<file path="src/uisp_pkg.sv">
// constants shared by the interrupt identification block
package uisp_pkg;
    // register bus geometry
    localparam int UISP_AW = 4;
    localparam int UISP_DW = 8;
    // register offsets
    localparam logic [3:0] UISP_OFF_IDENT = 4'h0;
    localparam logic [3:0] UISP_OFF_CTRL = 4'h1;
    localparam logic [3:0] UISP_OFF_EVSTAT = 4'h2;
    localparam logic [3:0] UISP_OFF_EVMASK = 4'h3;
    // control register fields
    localparam int UISP_CTRL_FIFO_BIT = 0;
    localparam int UISP_CTRL_ENH_BIT = 1;
    localparam logic [1:0] UISP_CTRL_RST = 2'h0;
    // identification register fields
    localparam int UISP_ID_NONE_BIT = 0;
    localparam logic [1:0] UISP_ID_FIFO_ON = 2'h3;
    localparam logic [1:0] UISP_ID_FIFO_OFF = 2'h0;
    localparam logic [7:0] UISP_ID_RST = 8'h01;
    // number of pending sources
    localparam int UISP_NSRC = 7;
    // source indexes in priority order, highest first
    localparam logic [2:0] UISP_SRC_LINE = 3'h0;
    localparam logic [2:0] UISP_SRC_RXDATA = 3'h1;
    localparam logic [2:0] UISP_SRC_RXTO = 3'h2;
    localparam logic [2:0] UISP_SRC_TXEMPTY = 3'h3;
    localparam logic [2:0] UISP_SRC_MODEM = 3'h4;
    localparam logic [2:0] UISP_SRC_XOFF = 3'h5;
    localparam logic [2:0] UISP_SRC_FLOWCHG = 3'h6;
    // identification codes on bits five down to zero
    localparam logic [5:0] UISP_CODE_LINE = 6'h06;
    localparam logic [5:0] UISP_CODE_RXDATA = 6'h04;
    localparam logic [5:0] UISP_CODE_RXTO = 6'h0C;
    localparam logic [5:0] UISP_CODE_TXEMPTY = 6'h02;
    localparam logic [5:0] UISP_CODE_MODEM = 6'h00;
    localparam logic [5:0] UISP_CODE_XOFF = 6'h10;
    localparam logic [5:0] UISP_CODE_FLOWCHG = 6'h20;
    localparam logic [5:0] UISP_CODE_NONE = 6'h01;
    // reset values of pending and event state
    localparam logic [6:0] UISP_PEND_RST = 7'h00;
    localparam logic [6:0] UISP_EV_RST = 7'h00;
endpackage : uisp_pkg

</file>
<file path="src/uisp_rank.sv">
// priority ranking of pending interrupt sources
`timescale 1ns/1ps
module uisp_rank
    import uisp_pkg::*;
(
    // pending sources, index 0 highest
    input wire logic [6:0] pend_in,
    // enhanced features allow the two lowest levels
    input wire logic enh_in,
    // selected source
    output logic found_out,
    output logic [2:0] sel_out
);
    logic [6:0] eligible;

    // lowest two levels only take part with enhanced features on
    always_comb begin
        eligible = pend_in;
        if (!enh_in) begin
            eligible[UISP_SRC_XOFF] = 1'b0;
            eligible[UISP_SRC_FLOWCHG] = 1'b0;
        end
    end

    // first set bit wins; scan from the lowest so the highest overrides
    always_comb begin
        found_out = 1'b0;
        sel_out = 3'h0;
        for (int i = UISP_NSRC - 1; i >= 0; i--) begin
            if (eligible[i]) begin
                found_out = 1'b1;
                sel_out = 3'(i);
            end
        end
    end
endmodule : uisp_rank

</file>
<file path="src/uisp_top.sv">
// interrupt identification and priority logic for one uart channel
//
// Decided for this implementation: the register addresses and strobed register access.
`timescale 1ns/1ps
module uisp_top
    import uisp_pkg::*;
(
    // clock and reset
    input wire logic clk_in,
    input wire logic rstn_in,
    // register bus
    input wire logic [3:0] addr_in,
    input wire logic [7:0] wdata_in,
    input wire logic wr_in,
    input wire logic rd_in,
    output logic [7:0] rdata_out,
    // interrupt source events, one-cycle pulses
    input wire logic line_error_in,
    input wire logic rx_data_in,
    input wire logic rx_timeout_in,
    input wire logic tx_empty_in,
    input wire logic modem_change_in,
    input wire logic xoff_detect_in,
    input wire logic xon_detect_in,
    input wire logic flow_change_in,
    // service strobes from the owning source logic, one-cycle pulses
    input wire logic rx_drained_in,
    input wire logic tx_loaded_in,
    // status towards the host
    output logic irq_out,
    output logic pending_out,
    output logic [2:0] source_out
);
    // control and event registers
    logic fifo_en_q;
    logic enh_en_q;
    logic [6:0] ev_stat_q;
    logic [6:0] ev_mask_q;
    // pending sources and the latched report
    logic [6:0] pend_q;
    logic [6:0] pend_set;
    logic [6:0] pend_clr;
    logic cur_valid_q;
    logic [2:0] cur_q;
    logic [7:0] rdata_q;
    logic irq_q;
    // ranking result
    logic rank_found;
    logic [2:0] rank_sel;
    // bus decode
    logic rd_ident;
    logic wr_ctrl;
    logic wr_evstat;
    logic wr_evmask;
    logic serviced;
    // report seen by a read: the latched one, else the current winner
    logic rep_valid;
    logic [2:0] rep_src;

    // code on bits five down to zero for one source
    function automatic logic [5:0] uisp_code(input logic [2:0] src);
        logic [5:0] c;
        c = UISP_CODE_NONE;
        unique case (src)
            UISP_SRC_LINE: c = UISP_CODE_LINE;
            UISP_SRC_RXDATA: c = UISP_CODE_RXDATA;
            UISP_SRC_RXTO: c = UISP_CODE_RXTO;
            UISP_SRC_TXEMPTY: c = UISP_CODE_TXEMPTY;
            UISP_SRC_MODEM: c = UISP_CODE_MODEM;
            UISP_SRC_XOFF: c = UISP_CODE_XOFF;
            UISP_SRC_FLOWCHG: c = UISP_CODE_FLOWCHG;
            default: c = UISP_CODE_NONE;
        endcase
        return c;
    endfunction : uisp_code

    // one-hot of a source index
    function automatic logic [6:0] uisp_onehot(input logic [2:0] src);
        logic [6:0] v;
        v = 7'h00;
        if (src < 3'(UISP_NSRC)) begin
            v[src] = 1'b1;
        end
        return v;
    endfunction : uisp_onehot

    // full identification byte for the report seen by a read
    function automatic logic [7:0] uisp_ident(input logic valid, input logic [2:0] src,
                                              input logic fifo, input logic enh);
        logic [7:0] v;
        v = UISP_ID_RST;
        if (valid) begin
            v[5:0] = uisp_code(src);
        end
        // upper priority bits masked off without enhanced features
        if (!enh) begin
            v[5:4] = 2'h0;
        end
        v[7:6] = fifo ? UISP_ID_FIFO_ON : UISP_ID_FIFO_OFF;
        return v;
    endfunction : uisp_ident

    // register strobes
    assign rd_ident = rd_in && (addr_in == UISP_OFF_IDENT);
    assign wr_ctrl = wr_in && (addr_in == UISP_OFF_CTRL);
    assign wr_evstat = wr_in && (addr_in == UISP_OFF_EVSTAT);
    assign wr_evmask = wr_in && (addr_in == UISP_OFF_EVMASK);

    // a read with nothing latched takes the ranking winner directly, so a read
    // straight after another never misses a source that is still pending
    assign rep_valid = cur_valid_q || rank_found;
    assign rep_src = cur_valid_q ? cur_q : rank_sel;

    // a report is serviced by the host read while one stands
    assign serviced = rd_ident && rep_valid;

    // ranking of what is still pending
    uisp_rank u_rank (
        .pend_in(pend_q),
        .enh_in(enh_en_q),
        .found_out(rank_found),
        .sel_out(rank_sel)
    );

    // event pulses gathered into source positions
    always_comb begin
        pend_set = 7'h00;
        pend_set[UISP_SRC_LINE] = line_error_in;
        pend_set[UISP_SRC_RXDATA] = rx_data_in;
        pend_set[UISP_SRC_RXTO] = rx_timeout_in;
        pend_set[UISP_SRC_TXEMPTY] = tx_empty_in;
        pend_set[UISP_SRC_MODEM] = modem_change_in;
        pend_set[UISP_SRC_XOFF] = xoff_detect_in;
        pend_set[UISP_SRC_FLOWCHG] = flow_change_in;
    end

    // clears: the read clears only the reported source, xoff waits for xon
    always_comb begin
        pend_clr = 7'h00;
        if (serviced && rep_src != UISP_SRC_XOFF) begin
            pend_clr = uisp_onehot(rep_src);
        end
        pend_clr[UISP_SRC_XOFF] = xon_detect_in;
        // the data path can service its own sources before any read
        if (rx_drained_in) begin
            pend_clr[UISP_SRC_RXDATA] = 1'b1;
            pend_clr[UISP_SRC_RXTO] = 1'b1;
        end
        if (tx_loaded_in) begin
            pend_clr[UISP_SRC_TXEMPTY] = 1'b1;
        end
    end

    // pending flags; a new event in the clearing cycle survives
    always_ff @(posedge clk_in) begin
        if (!rstn_in) begin
            pend_q <= UISP_PEND_RST;
        end else begin
            pend_q <= (pend_q & ~pend_clr) | pend_set;
        end
    end

    // latched report: held while unserviced so higher sources cannot displace it
    always_ff @(posedge clk_in) begin
        if (!rstn_in) begin
            cur_valid_q <= 1'b0;
            cur_q <= 3'h0;
        end else if (cur_valid_q) begin
            // dropped when read, when its source went away by other means, or when enhanced off hides xoff or flow change
            if (serviced || !pend_q[cur_q]) begin
                cur_valid_q <= 1'b0;
            end else if (!enh_en_q && cur_q >= UISP_SRC_XOFF) begin
                cur_valid_q <= 1'b0;
            end
        end else if (rank_found && !serviced) begin
            // a winner taken by a read in this cycle is already serviced
            cur_valid_q <= 1'b1;
            cur_q <= rank_sel;
        end
    end

    // control register: fifo mode and enhanced features
    always_ff @(posedge clk_in) begin
        if (!rstn_in) begin
            fifo_en_q <= UISP_CTRL_RST[UISP_CTRL_FIFO_BIT];
            enh_en_q <= UISP_CTRL_RST[UISP_CTRL_ENH_BIT];
        end else if (wr_ctrl) begin
            fifo_en_q <= wdata_in[UISP_CTRL_FIFO_BIT];
            enh_en_q <= wdata_in[UISP_CTRL_ENH_BIT];
        end
    end

    // sticky event status, write one to clear; set wins over the clear
    always_ff @(posedge clk_in) begin
        if (!rstn_in) begin
            ev_stat_q <= UISP_EV_RST;
        end else begin
            if (wr_evstat) begin
                ev_stat_q <= (ev_stat_q & ~wdata_in[6:0]) | pend_set;
            end else begin
                ev_stat_q <= ev_stat_q | pend_set;
            end
        end
    end

    // event mask, one enables the bit onto the interrupt line
    always_ff @(posedge clk_in) begin
        if (!rstn_in) begin
            ev_mask_q <= UISP_EV_RST;
        end else if (wr_evmask) begin
            ev_mask_q <= wdata_in[6:0];
        end
    end

    // interrupt level, registered so the pin comes from a flip-flop
    always_ff @(posedge clk_in) begin
        if (!rstn_in) begin
            irq_q <= 1'b0;
        end else begin
            irq_q <= |(ev_stat_q & ev_mask_q);
        end
    end

    // read data, valid only in the cycle after the strobe; unmapped reads zero
    always_ff @(posedge clk_in) begin
        if (!rstn_in) begin
            rdata_q <= 8'h00;
        end else if (rd_in) begin
            unique case (addr_in)
                UISP_OFF_IDENT: rdata_q <= uisp_ident(rep_valid, rep_src, fifo_en_q, enh_en_q);
                UISP_OFF_CTRL: rdata_q <= {6'h00, enh_en_q, fifo_en_q};
                UISP_OFF_EVSTAT: rdata_q <= {1'b0, ev_stat_q};
                UISP_OFF_EVMASK: rdata_q <= {1'b0, ev_mask_q};
                default: rdata_q <= 8'h00;
            endcase
        end else begin
            rdata_q <= 8'h00;
        end
    end

    // report status registered from the latched report, one cycle behind it
    always_ff @(posedge clk_in) begin
        if (!rstn_in) begin
            pending_out <= 1'b0;
            source_out <= 3'h0;
        end else begin
            pending_out <= cur_valid_q;
            source_out <= cur_q;
        end
    end

    assign rdata_out = rdata_q;
    assign irq_out = irq_q;
endmodule : uisp_top

</file>
<file path="config.mk">
export PLATFORM = sky130hd
export DESIGN_NAME = uisp_top
export DESIGN_NICKNAME = d
export VERILOG_FILES = /design/src/uisp_pkg.sv /design/src/uisp_rank.sv /design/src/uisp_top.sv
export SDC_FILE = /design/constraint.sdc
export NUM_CORES = 1
export LEC_CHECK = 0
export BUFFER_PORTS_ARGS = -buffer_cell sky130_fd_sc_hd__buf_2
export CAP_MARGIN = 20
export CORE_MARGIN = 8
export CORE_UTILIZATION = 50
export CTS_CLUSTER_DIAMETER = 100
export CTS_CLUSTER_SIZE = 16
export DETAILED_ROUTE_END_ITERATION = 7
export PLACE_DENSITY = 0.78
export SLEW_MARGIN = 0
export SYNTH_ARGS = -nofsm -noshare
export SYNTH_HDL_FRONTEND = slang
export SYNTH_SLANG_ARGS = --single-unit
export TNS_END_PERCENT = 50
</file>
<file path="constraint.sdc">
create_clock -name clk_in -period 1.9 [get_ports clk_in]
set_input_delay 0 -clock clk_in [delete_from_list [all_inputs] [get_ports clk_in]]
set_output_delay 0 -clock clk_in [all_outputs]
set_load 0.03 [all_outputs]
</file>
==> results_dict.tcl, run 1 <==
set metrics [dict create \
    status "finished, final reports clean" \
    clock_path_buffers 2 \
    ios 39 \
    fp.dieW_um 77.78 \
    max_slew.worst_pin.slew_ps 448.2 \
    die_area_mm2 0.006049 \
    clk_latency_ps 290 \
    post-route-util_pct 66.71 \
    slew_viol_final 0 \
    relSlewSlack_pct 70.12 \
    grt_overflow 0 \
    setup_ws_ps 171.2 \
    synth_seq_area_share_pct 41.97 \
    grt_usage_pct 17.62 \
    clkPwrFrac_pct 38.2 \
    switching_share_pct 25.12 \
    synth_common_cells "dfxtp_1 (40), nor2_1 (27), mux2i_1 (17), a21oi_1 (12), o21a_1 (9)" \
    yosysTopAreaCell "dfxtp_1" \
    cts_setup_buffers 0 \
    max_freq_mhz 578.4 \
    power.leakage_nw 1.018 \
    fillers 304 \
    startpoint_type "register" \
    crit_fanout 8 \
    cts_max_level 2 \
    cts.sinks 40 \
    skew_ps 5.479 \
    met2_usage_pct 27.65 \
    setup_violations 0 \
    synth_nets 225 \
    max-vdd-ir-drop_mv 0.5751 \
    synthMuxAreaShare_pct 10.30 \
    netlist_area_mm2 0.001908 \
    grt_antenna_before_repair 0 \
    row_count 22 \
    drt-wirelength-per-cell_um 16.84 \
    root_buffer "clkbuf_8" \
    crit_type "reg2reg" \
    tritoncts "built" \
    synthSimpleGateAreaFrac_pct 19.48 \
    setup_tns_ps 0 \
    ys_warn_count 0 \
    ant_nets 0 \
    synth_xor_area_share_pct 0 \
    combPwrFrac_pct 14.7 \
    clk_pin_slew_ps 70 \
    fp.coreArea_mm2 0.003661 \
    ys_types 60 \
    routed_via_density 5.882 \
    portBuffers 37 \
    reg2reg_slack_ps 170 \
    hp-class "in2reg" \
    async_flop_share_pct 0 \
    p_total_mw 1.970 \
    start_util_pct 52.12 \
    synth_fa_ha_area_share_pct 0 \
    p_int_mw 1.475 \
    hold_viol_final 0 \
    synth_edf_count 0 \
    grt_pass1_vias 1784 \
    layout.nets 283 \
    via_count 1800 \
    critPathRequiredTime_ps 2060 \
    end_kind "register" \
    routed_wl_um 5154 \
    grt_pass1_wl_um 8528 \
    dpl_worst_slack_ps 222.1 \
    finalCritPeriodShare_pct 90.99 \
    grt_max_degree 20 \
    ys_seq_elements 40 \
    p_seq_share_pct 47.1 \
    synth_top_family_by_area "compound AO/OA/AOI/OAI gates" \
    die_h_um 77.78 \
    synth-compound-area-share_pct 25.77 \
    worstPathArrival_ps 1890 \
    cap_violations 0 \
    gp_congestion 0.9507 \
    syn_avg_cell_area_um2 9.588 \
    fin_crit_ps 1729 \
    p_sw_mw 0.4948 \
    power_density_mw_per_mm2 806.5 \
    synth_area_leaders "dfxtp_1 (42%), mux2i_1 (8.9%), nor2_1 (5.3%)" \
    synth_cells 199 \
    cts_buffers 5 \
    synthFlopType "dfxtp_1" \
    layout-drive-gt1-share_pct 22.87 \
    synth_top_area_share_pct 41.97 \
    diodes 0 \
    yosysMostFrequentCell "dfxtp_1" \
    gr-usage-met1_pct 20.91 \
    grt.busiest_layer "met2" \
    rsz0062_at_grt "no" \
    first_iter_violations 227 \
    grt_use_met3_pct 6.221 \
    drcViolationCount 0 \
    drt_first_pass_iters 4 \
    hpwlAfterDp_um 3655 \
    area_growth_syn_to_layout_pct 28.00 \
]
==> area by class of cell <==
cell class                      instances  area (um^2)  share of cell area [%]
Multi-Input combinational cell        147         1060                   43.39
Timing Repair Buffer                   57        372.9                   15.27
Tap cell                               48        60.06                   2.459
Clock buffer                            7        96.34                   3.945
Inverter                                6        22.52                  0.9221
Sequential cell                        40        800.8                   32.79
Clock inverter                          1        30.03                   1.230
==> worst max-delay path, stage by stage, from the launching register on <==
cell and delay [ps]:
dfxtp_1 480, and4bb_1 230, or3_4 380, a32oi_1 340, o32ai_1 160
==> routing by layer <==
layer	routed length (um)	up-vias
met5	0	-
li1	-	876
met4	147	0
met1	2351	846
met2	2289	65
met3	366	13
==> layout by cell type, fill, tap and decap left out, drive strengths merged, types with 3 or more instances in the layout <==
master	n
nor3	3
a21boi	7
buf	42
o21a	9
a21oi	12
clkbuf	7
and2	4
dlygate4sd3	15
a32oi	3
nand2	7
nor2b	3
dfxtp	40
mux2i	17
nor4	3
o21ai	5
inv	6
nor2	27
a31oi	4
==> cells by family (layout without fill, tap and decap cells) <==
kind of cell,after synthesis,count (layout)
compound gates,66,66
buf+inv,12,71
flops,40,40
mux,18,18
simple gates,63,63
==> final timing paths <==
kind         cells past startpoint           end          from
min reg2reg                      2  rdata_out[7]     fifo_en_q
max                              4  rdata_out[4]     pend_q[2]
max reg2reg                      4  rdata_out[4]     pend_q[2]
min                              4     pend_q[3]  tx_loaded_in
==> stage by stage <==
step / cell area, um^2 / hold slack, ps / std cells
finish: 2442 / 37.05 / 306
global route: 2442 / 50.29 / 306
CTS: 2442 / 27.26 / 306
detailed placement: 2166 / 229.2 / 283
global placement: 2166 / 222.4 / 283
floorplan: 1908 / 117.4 / 199
==> sequential cells by signal (all words and copies together), names as in the netlist <==
| name | count |
|---|---|
| source_out | 3 |
| fifo_en_q | 1 |
| irq_out | 1 |
| rdata_out | 8 |
| pending_out | 1 |
| cur_valid_q | 1 |
| ev_stat_q | 7 |
| enh_en_q | 1 |
| cur_q | 3 |
| pend_q | 7 |
| ev_mask_q | 7 |
==> power by group through the flow <==
stage	logic (mW)	clock network (mW)	registers, mW
floorplan	0.170	0	0.939
global placement	0.257	0	0.943
detailed placement	0.259	0	0.945
CTS	0.284	0.762	0.925
global route	0.314	0.797	0.933
finish	0.290	0.753	0.927
==> timing repair <==
item                                   in CTS  in global routing
endpoints found under the hold margin      21                  0
resized for setup                           0                  0
hold buffers                               15                  0
Note: power is estimated with default switching activity, not from simulation.
==> run 2: changes to the inputs <==
--- a/config.mk
+++ b/config.mk
@@ -14,2 +14,3 @@
 export DETAILED_ROUTE_END_ITERATION = 7
+export HOLD_SLACK_MARGIN = 0.1
 export PLACE_DENSITY = 0.78
==> constraint.sdc (replaced) <==
create_clock -name clk_in -period 1.9 [get_ports clk_in]
set_input_delay 0.19 -clock clk_in [delete_from_list [all_inputs] [get_ports clk_in]]
set_output_delay 0.19 -clock clk_in [all_outputs]
set_load 0.03 [all_outputs]
==> results_dict.tcl, run 2 (synthesized netlist as in run 1, its figures left out) <==
set metrics [dict create \
    max-vdd-ir-drop_mv 0.4073 \
    mostFrequentLayoutCells "dfxtp_1 (40), buf_2 (37), nor2_1 (27)" \
    finalCritPeriodShare_pct 91.27 \
    power_density_mw_per_mm2 769.3 \
    power.leakage_nw 0.9314 \
    gp_congestion 0.9121 \
    slew_viol_final 0 \
    die_h_um 77.78 \
    max_freq_mhz 576.7 \
    cts_max_level 2 \
    largest_register_ffs 8 \
    drt_first_pass_iters 4 \
    grt_max_degree 20 \
    ios 39 \
    max_slew.worst_pin.slew_ps 433.5 \
    grt_pass1_vias 1714 \
    cts.sinks 40 \
    relSlewSlack_pct 71.10 \
    tritoncts "built" \
    grt_pass1_wl_um 7962 \
    startpoint_type "register" \
    cts_setup_buffers 0 \
    layout_commonest_cell "dfxtp_1" \
    hold_slack_ps 117.0 \
    fp.coreArea_mm2 0.003661 \
    skew_ps 6.146 \
    first_iter_violations 172 \
    ant_nets 0 \
    layout.nets 268 \
    routed_wl_um 4916 \
    post-route-util_pct 61.38 \
    die_area_mm2 0.006049 \
    clk_latency_ps 290 \
    hp-class "in2reg" \
    drcViolationCount 0 \
    clock_path_buffers 2 \
    hpwlAfterDp_um 3750 \
    critPathRequiredTime_ps 2070 \
    fin_crit_ps 1734 \
    ctsHoldBuffers 0 \
    diodes 0 \
    cts-resized-gates 0 \
    status "finished, final reports clean" \
    crit_fanout 8 \
    portBuffers 37 \
    crit_type "reg2reg" \
    routed_via_density 5.921 \
    cap_violations 0 \
    end_kind "register" \
    via_count 1717 \
    rsz0062_at_grt "no" \
    fp.dieW_um 77.78 \
    p_total_mw 1.729 \
    clk_pin_slew_ps 80 \
    dpl_worst_slack_ps 193.9 \
    drt-wirelength-per-cell_um 16.95 \
    start_util_pct 52.12 \
    cts_buffers 5 \
    setup_tns_ps 0 \
    hold_viol_final 0 \
    root_buffer "clkbuf_8" \
    row_count 22 \
    worstPathArrival_ps 1900 \
    setup_ws_ps 165.9 \
    grt_antenna_before_repair 0 \
    grt_usage_pct 16.18 \
    area_growth_syn_to_layout_pct 17.77 \
    layout-drive-gt1-share_pct 23.97 \
    grt_overflow 0 \
    setup_violations 0 \
]
[run 2: metrics by stage]
stage / area (um^2) / cells
3_3_place_gp: 2166 / 283
2_1_floorplan: 1908 / 199
3_5_place_dp: 2166 / 283
4_1_cts: 2247 / 290
5_1_grt: 2247 / 290
6_report: 2247 / 290
[run 2: final cells by class]
type | count | area [um^2]
tap | 48 | 60.06
sequential | 40 | 800.8
multi-input combinational | 147 | 1060
clock buffer | 5 | 68.82
fill | 316 | 1414
timing repair buffer | 42 | 222.7
clock inverter | 2 | 12.51
inverter | 6 | 22.52
[run 2: worst paths after layout]
kind	cells past startpoint	slack, ps	start	endpoint
worst max-delay path	4	170	pend_q[2]	rdata_out[4]
worst min-delay path	2	120	xoff_detect_in	ev_stat_q[5]
worst max register to register	4	170	pend_q[2]	rdata_out[4]
worst min register to register	2	480	fifo_en_q	rdata_out[7]
[run 2: metal layers]
layer | GRT usage (%) | routed length, um
met1 | 20.00 | 2159
met2 | 24.73 | 2171
met3 | 5.069 | 487
met4 | 8.113 | 97
met5 | 0 | 0
[run 2: power by group]
part | total (mW) | switching (mW) | leakage (nW) | internal [mW]
registers | 0.928 | 0.0517 | 0.328 | 0.877
logic | 0.263 | 0.147 | 0.563 | 0.116
clock network | 0.538 | 0.289 | 0.0400 | 0.248
total | 1.73 | 0.488 | 0.931 | 1.24
[run 2: critical path, cell delays in order, from the launching register on]
cell	delay, ps
dfxtp_1	500
and4bb_1	250
or3_4	390
a32oi_1	320
o32ai_1	160
==> run 3: changes to the inputs <==
ABC_AREA = 1   (was default)
BUFFER_PORTS_ARGS = default   (was -buffer_cell sky130_fd_sc_hd__buf_2)
DONT_BUFFER_PORTS = 1   (was default)
PLACE_DENSITY = 0.69   (was 0.78)
==> results_dict.tcl, run 3 <==
set metrics [dict create \
    layout-drive-gt1-share_pct 15.97 \
    fillers 347 \
    cts_max_level 2 \
    via_count 1767 \
    portBuffers 0 \
    mostFrequentLayoutCells "nand2_1 (46), dfxtp_1 (40), inv_1 (37)" \
    crit_type "reg2reg" \
    startpoint_type "register" \
    fp.coreArea_mm2 0.003716 \
    crit_path_max_incr_delay_ps 430 \
    first_iter_violations 148 \
    ios 39 \
    max-vdd-ir-drop_mv 0.4735 \
    cap_violations 0 \
    grt_usage_pct 16.47 \
    grt_max_degree 19 \
    p_int_mw 1.245 \
    critPathRequiredTime_ps 2070 \
    grt_pass1_vias 1731 \
    dp_cells 310 \
    ys_seq_elements 40 \
    crit_end "pend_q[4]" \
    cts.sinks 40 \
    ys_types 29 \
    die_h_um 78.64 \
    timing.rr.start "enh_en_q" \
    placed_area_mm2 0.002011 \
    reg2reg_depth 11 \
    worst_r2r_endpoint "pend_q[4]" \
    fin_cells 336 \
    worstPathArrival_ps 1640 \
    p_sw_mw 0.5224 \
    slew_viol_final 0 \
    drcViolationCount 0 \
    crit_fanout 5 \
    grt_overflow 0 \
    grt_pass1_wl_um 8038 \
    async_flop_share_pct 0 \
    synth_seq_area_share_pct 40.82 \
    hp-class "in2reg" \
    clk_latency_ps 290 \
    drt-wirelength-per-cell_um 14.46 \
    netlist_area_mm2 0.001962 \
    critPathMostFrequentCell "nand2_2" \
    max_freq_mhz 676.3 \
    drt_first_pass_iters 4 \
    final_area_mm2 0.002278 \
    met1Wirelength_um 2244 \
    slowest_stage "dfxtp_1" \
    root_buffer "clkbuf_8" \
    dpl_worst_slack_ps 413.5 \
    routed_via_density 5.259 \
    combPwrFrac_pct 17.2 \
    grt_antenna_before_repair 0 \
    setup_violations 0 \
    gp_congestion 0.8621 \
    end_kind "register" \
    cts_buffers 5 \
    synth_top_area_share_pct 40.82 \
    row_count 22 \
    ys_warn_count 0 \
    wl_met3_um 408 \
    p_total_mw 1.767 \
    largest_register_ffs 8 \
    synth_cells 266 \
    yosysTopAreaCell "dfxtp_1" \
    power.leakage_nw 0.9378 \
    relSlewSlack_pct 63.80 \
    fin_crit_ps 1479 \
    setup.worst_path.start "enh_en_q" \
    hold_viol_final 0 \
    p_seq_share_pct 53.2 \
    rsz0062_at_grt "no" \
    hpwlAfterDp_um 3503 \
    switching_share_pct 29.56 \
    met2_wirelength_um 2104 \
    power_density_mw_per_mm2 775.5 \
    synthFlopType "dfxtp_1" \
    setup_ws_ps 421.3 \
    max_slew.worst_pin.slew_ps 541.3 \
    tritoncts "built" \
    die_area_mm2 0.006184 \
    clk_pin_slew_ps 70 \
    status "finished, final reports clean" \
    fp.dieW_um 78.64 \
    layout.nets 314 \
    synth_nets 292 \
    layout_commonest_cell "nand2_1" \
    syn_avg_cell_area_um2 7.375 \
    clock_path_buffers 2 \
    yosysMostFrequentCell "nand2_1" \
    area_growth_syn_to_layout_pct 16.14 \
    finalCritPeriodShare_pct 77.82 \
    routed_wl_um 4859 \
    diodes 0 \
    synth_area_leaders "dfxtp_1 (41%), nand2_1 (8.8%), a21oi_1 (7.9%)" \
    skew_ps 2.373 \
    ant_nets 0 \
    clkPwrFrac_pct 29.6 \
    reg2reg_slack_ps 420 \
    top_layer_used "met4" \
    synth_edf_count 0 \
    path_cells "nand2_2 > nand3_2 > nand2_2 > nand2_2 > nand2_2 > nand2_4 > clkinv_2 > nor2_1 > nand2_1 > nand2_1 > a21oi_1" \
    synth_common_cells "nand2_1 (46), dfxtp_1 (40), inv_1 (37), a21oi_1 (31), nand3_1 (24)" \
    setup_tns_ps 0 \
    start_util_pct 52.79 \
]
==> run 3: cell types whose count changed in the layout (fill, tap and decap cells not counted), sizes merged, moves of 4 or more <==
cell         change
inv             +38
o21a             -9
o21ai           +12
a21oi           +23
nand2           +49
buf             -40
dlygate4sd3     +19
a21boi           -7
mux2i           -17
nand3           +27
and2             -4
==> run 3: how the worst min path moves through the flow <==
| stage | startpoint | to | cells after the start |
|---|---|---|---|
| finish | wdata_in[3] | ev_stat_q[3] | 3 |
| global route | wr_in | ev_stat_q[0] | 3 |
| floorplan | xoff_detect_in | ev_stat_q[5] | 2 |
| CTS | wr_in | ev_stat_q[2] | 3 |
| global placement | rstn_in | source_out[0] | 2 |
| detailed placement | rstn_in | source_out[1] | 2 |
==> run 3: worst max-delay path, delay by kind of cell, from the launching register on <==
kind | cells | cell delay (ps)
and+or+nand+nor | 9 | 780
DFF | 1 | 430
buffers and inverters | 1 | 80
AOI/OAI and AO/OA | 1 | 60
==> run 3: kinds of logic after synthesis <==
kind of cell	synth area share, %
simple gates	31.31
compound gates	17.41
buf+inv	10.46
flops	40.82
==> run 3: timing repair <==
action / CTS / global route
endpoints found under the hold margin: 30 / 1
setup buffers: 0 / 0
hold buffers: 18 / 1
gates resized for setup: 0 / 0
==> run 3: cell type report <==
| type | count | area [um^2] | share of cell area (%) |
|---|---|---|---|
| clock inverter | 1 | 5.005 | 0.2197 |
| inverter | 46 | 178.9 | 7.853 |
| tap | 48 | 60.06 | 2.636 |
| multi-input combinational | 174 | 955.9 | 41.95 |
| sequential | 40 | 800.8 | 35.15 |
| timing repair buffer | 21 | 205.2 | 9.006 |
| clock buffer | 6 | 72.57 | 3.185 |
==> run 3: power groups by stage <==
stage	Sequential (mW)	Combinational, mW	Clock (mW)
2_1_floorplan	0.948	0.227	0
6_report	0.941	0.303	0.523
4_1_cts	0.939	0.300	0.542
3_3_place_gp	0.958	0.259	0
5_1_grt	0.946	0.339	0.574
3_5_place_dp	0.959	0.262	0
==> run 3: through the flow <==
| step | hold slack (ps) | utilization [%] |
|---|---|---|
| final | 106.2 | 61.31 |
| after global routing | 113.0 | 61.31 |
| after CTS | 100.4 | 61.04 |
| after detailed placement | 294.4 | 54.11 |
| after global placement | 291.8 | 54.11 |
| after floorplan | 307.4 | - |
==> run 3: layer usage <==
layer  track usage (%)  up-vias
li1                  -      906
met1             20.29      794
met2             25.35       57
met3             5.011       10
met4             8.333        0
met5                 0        -
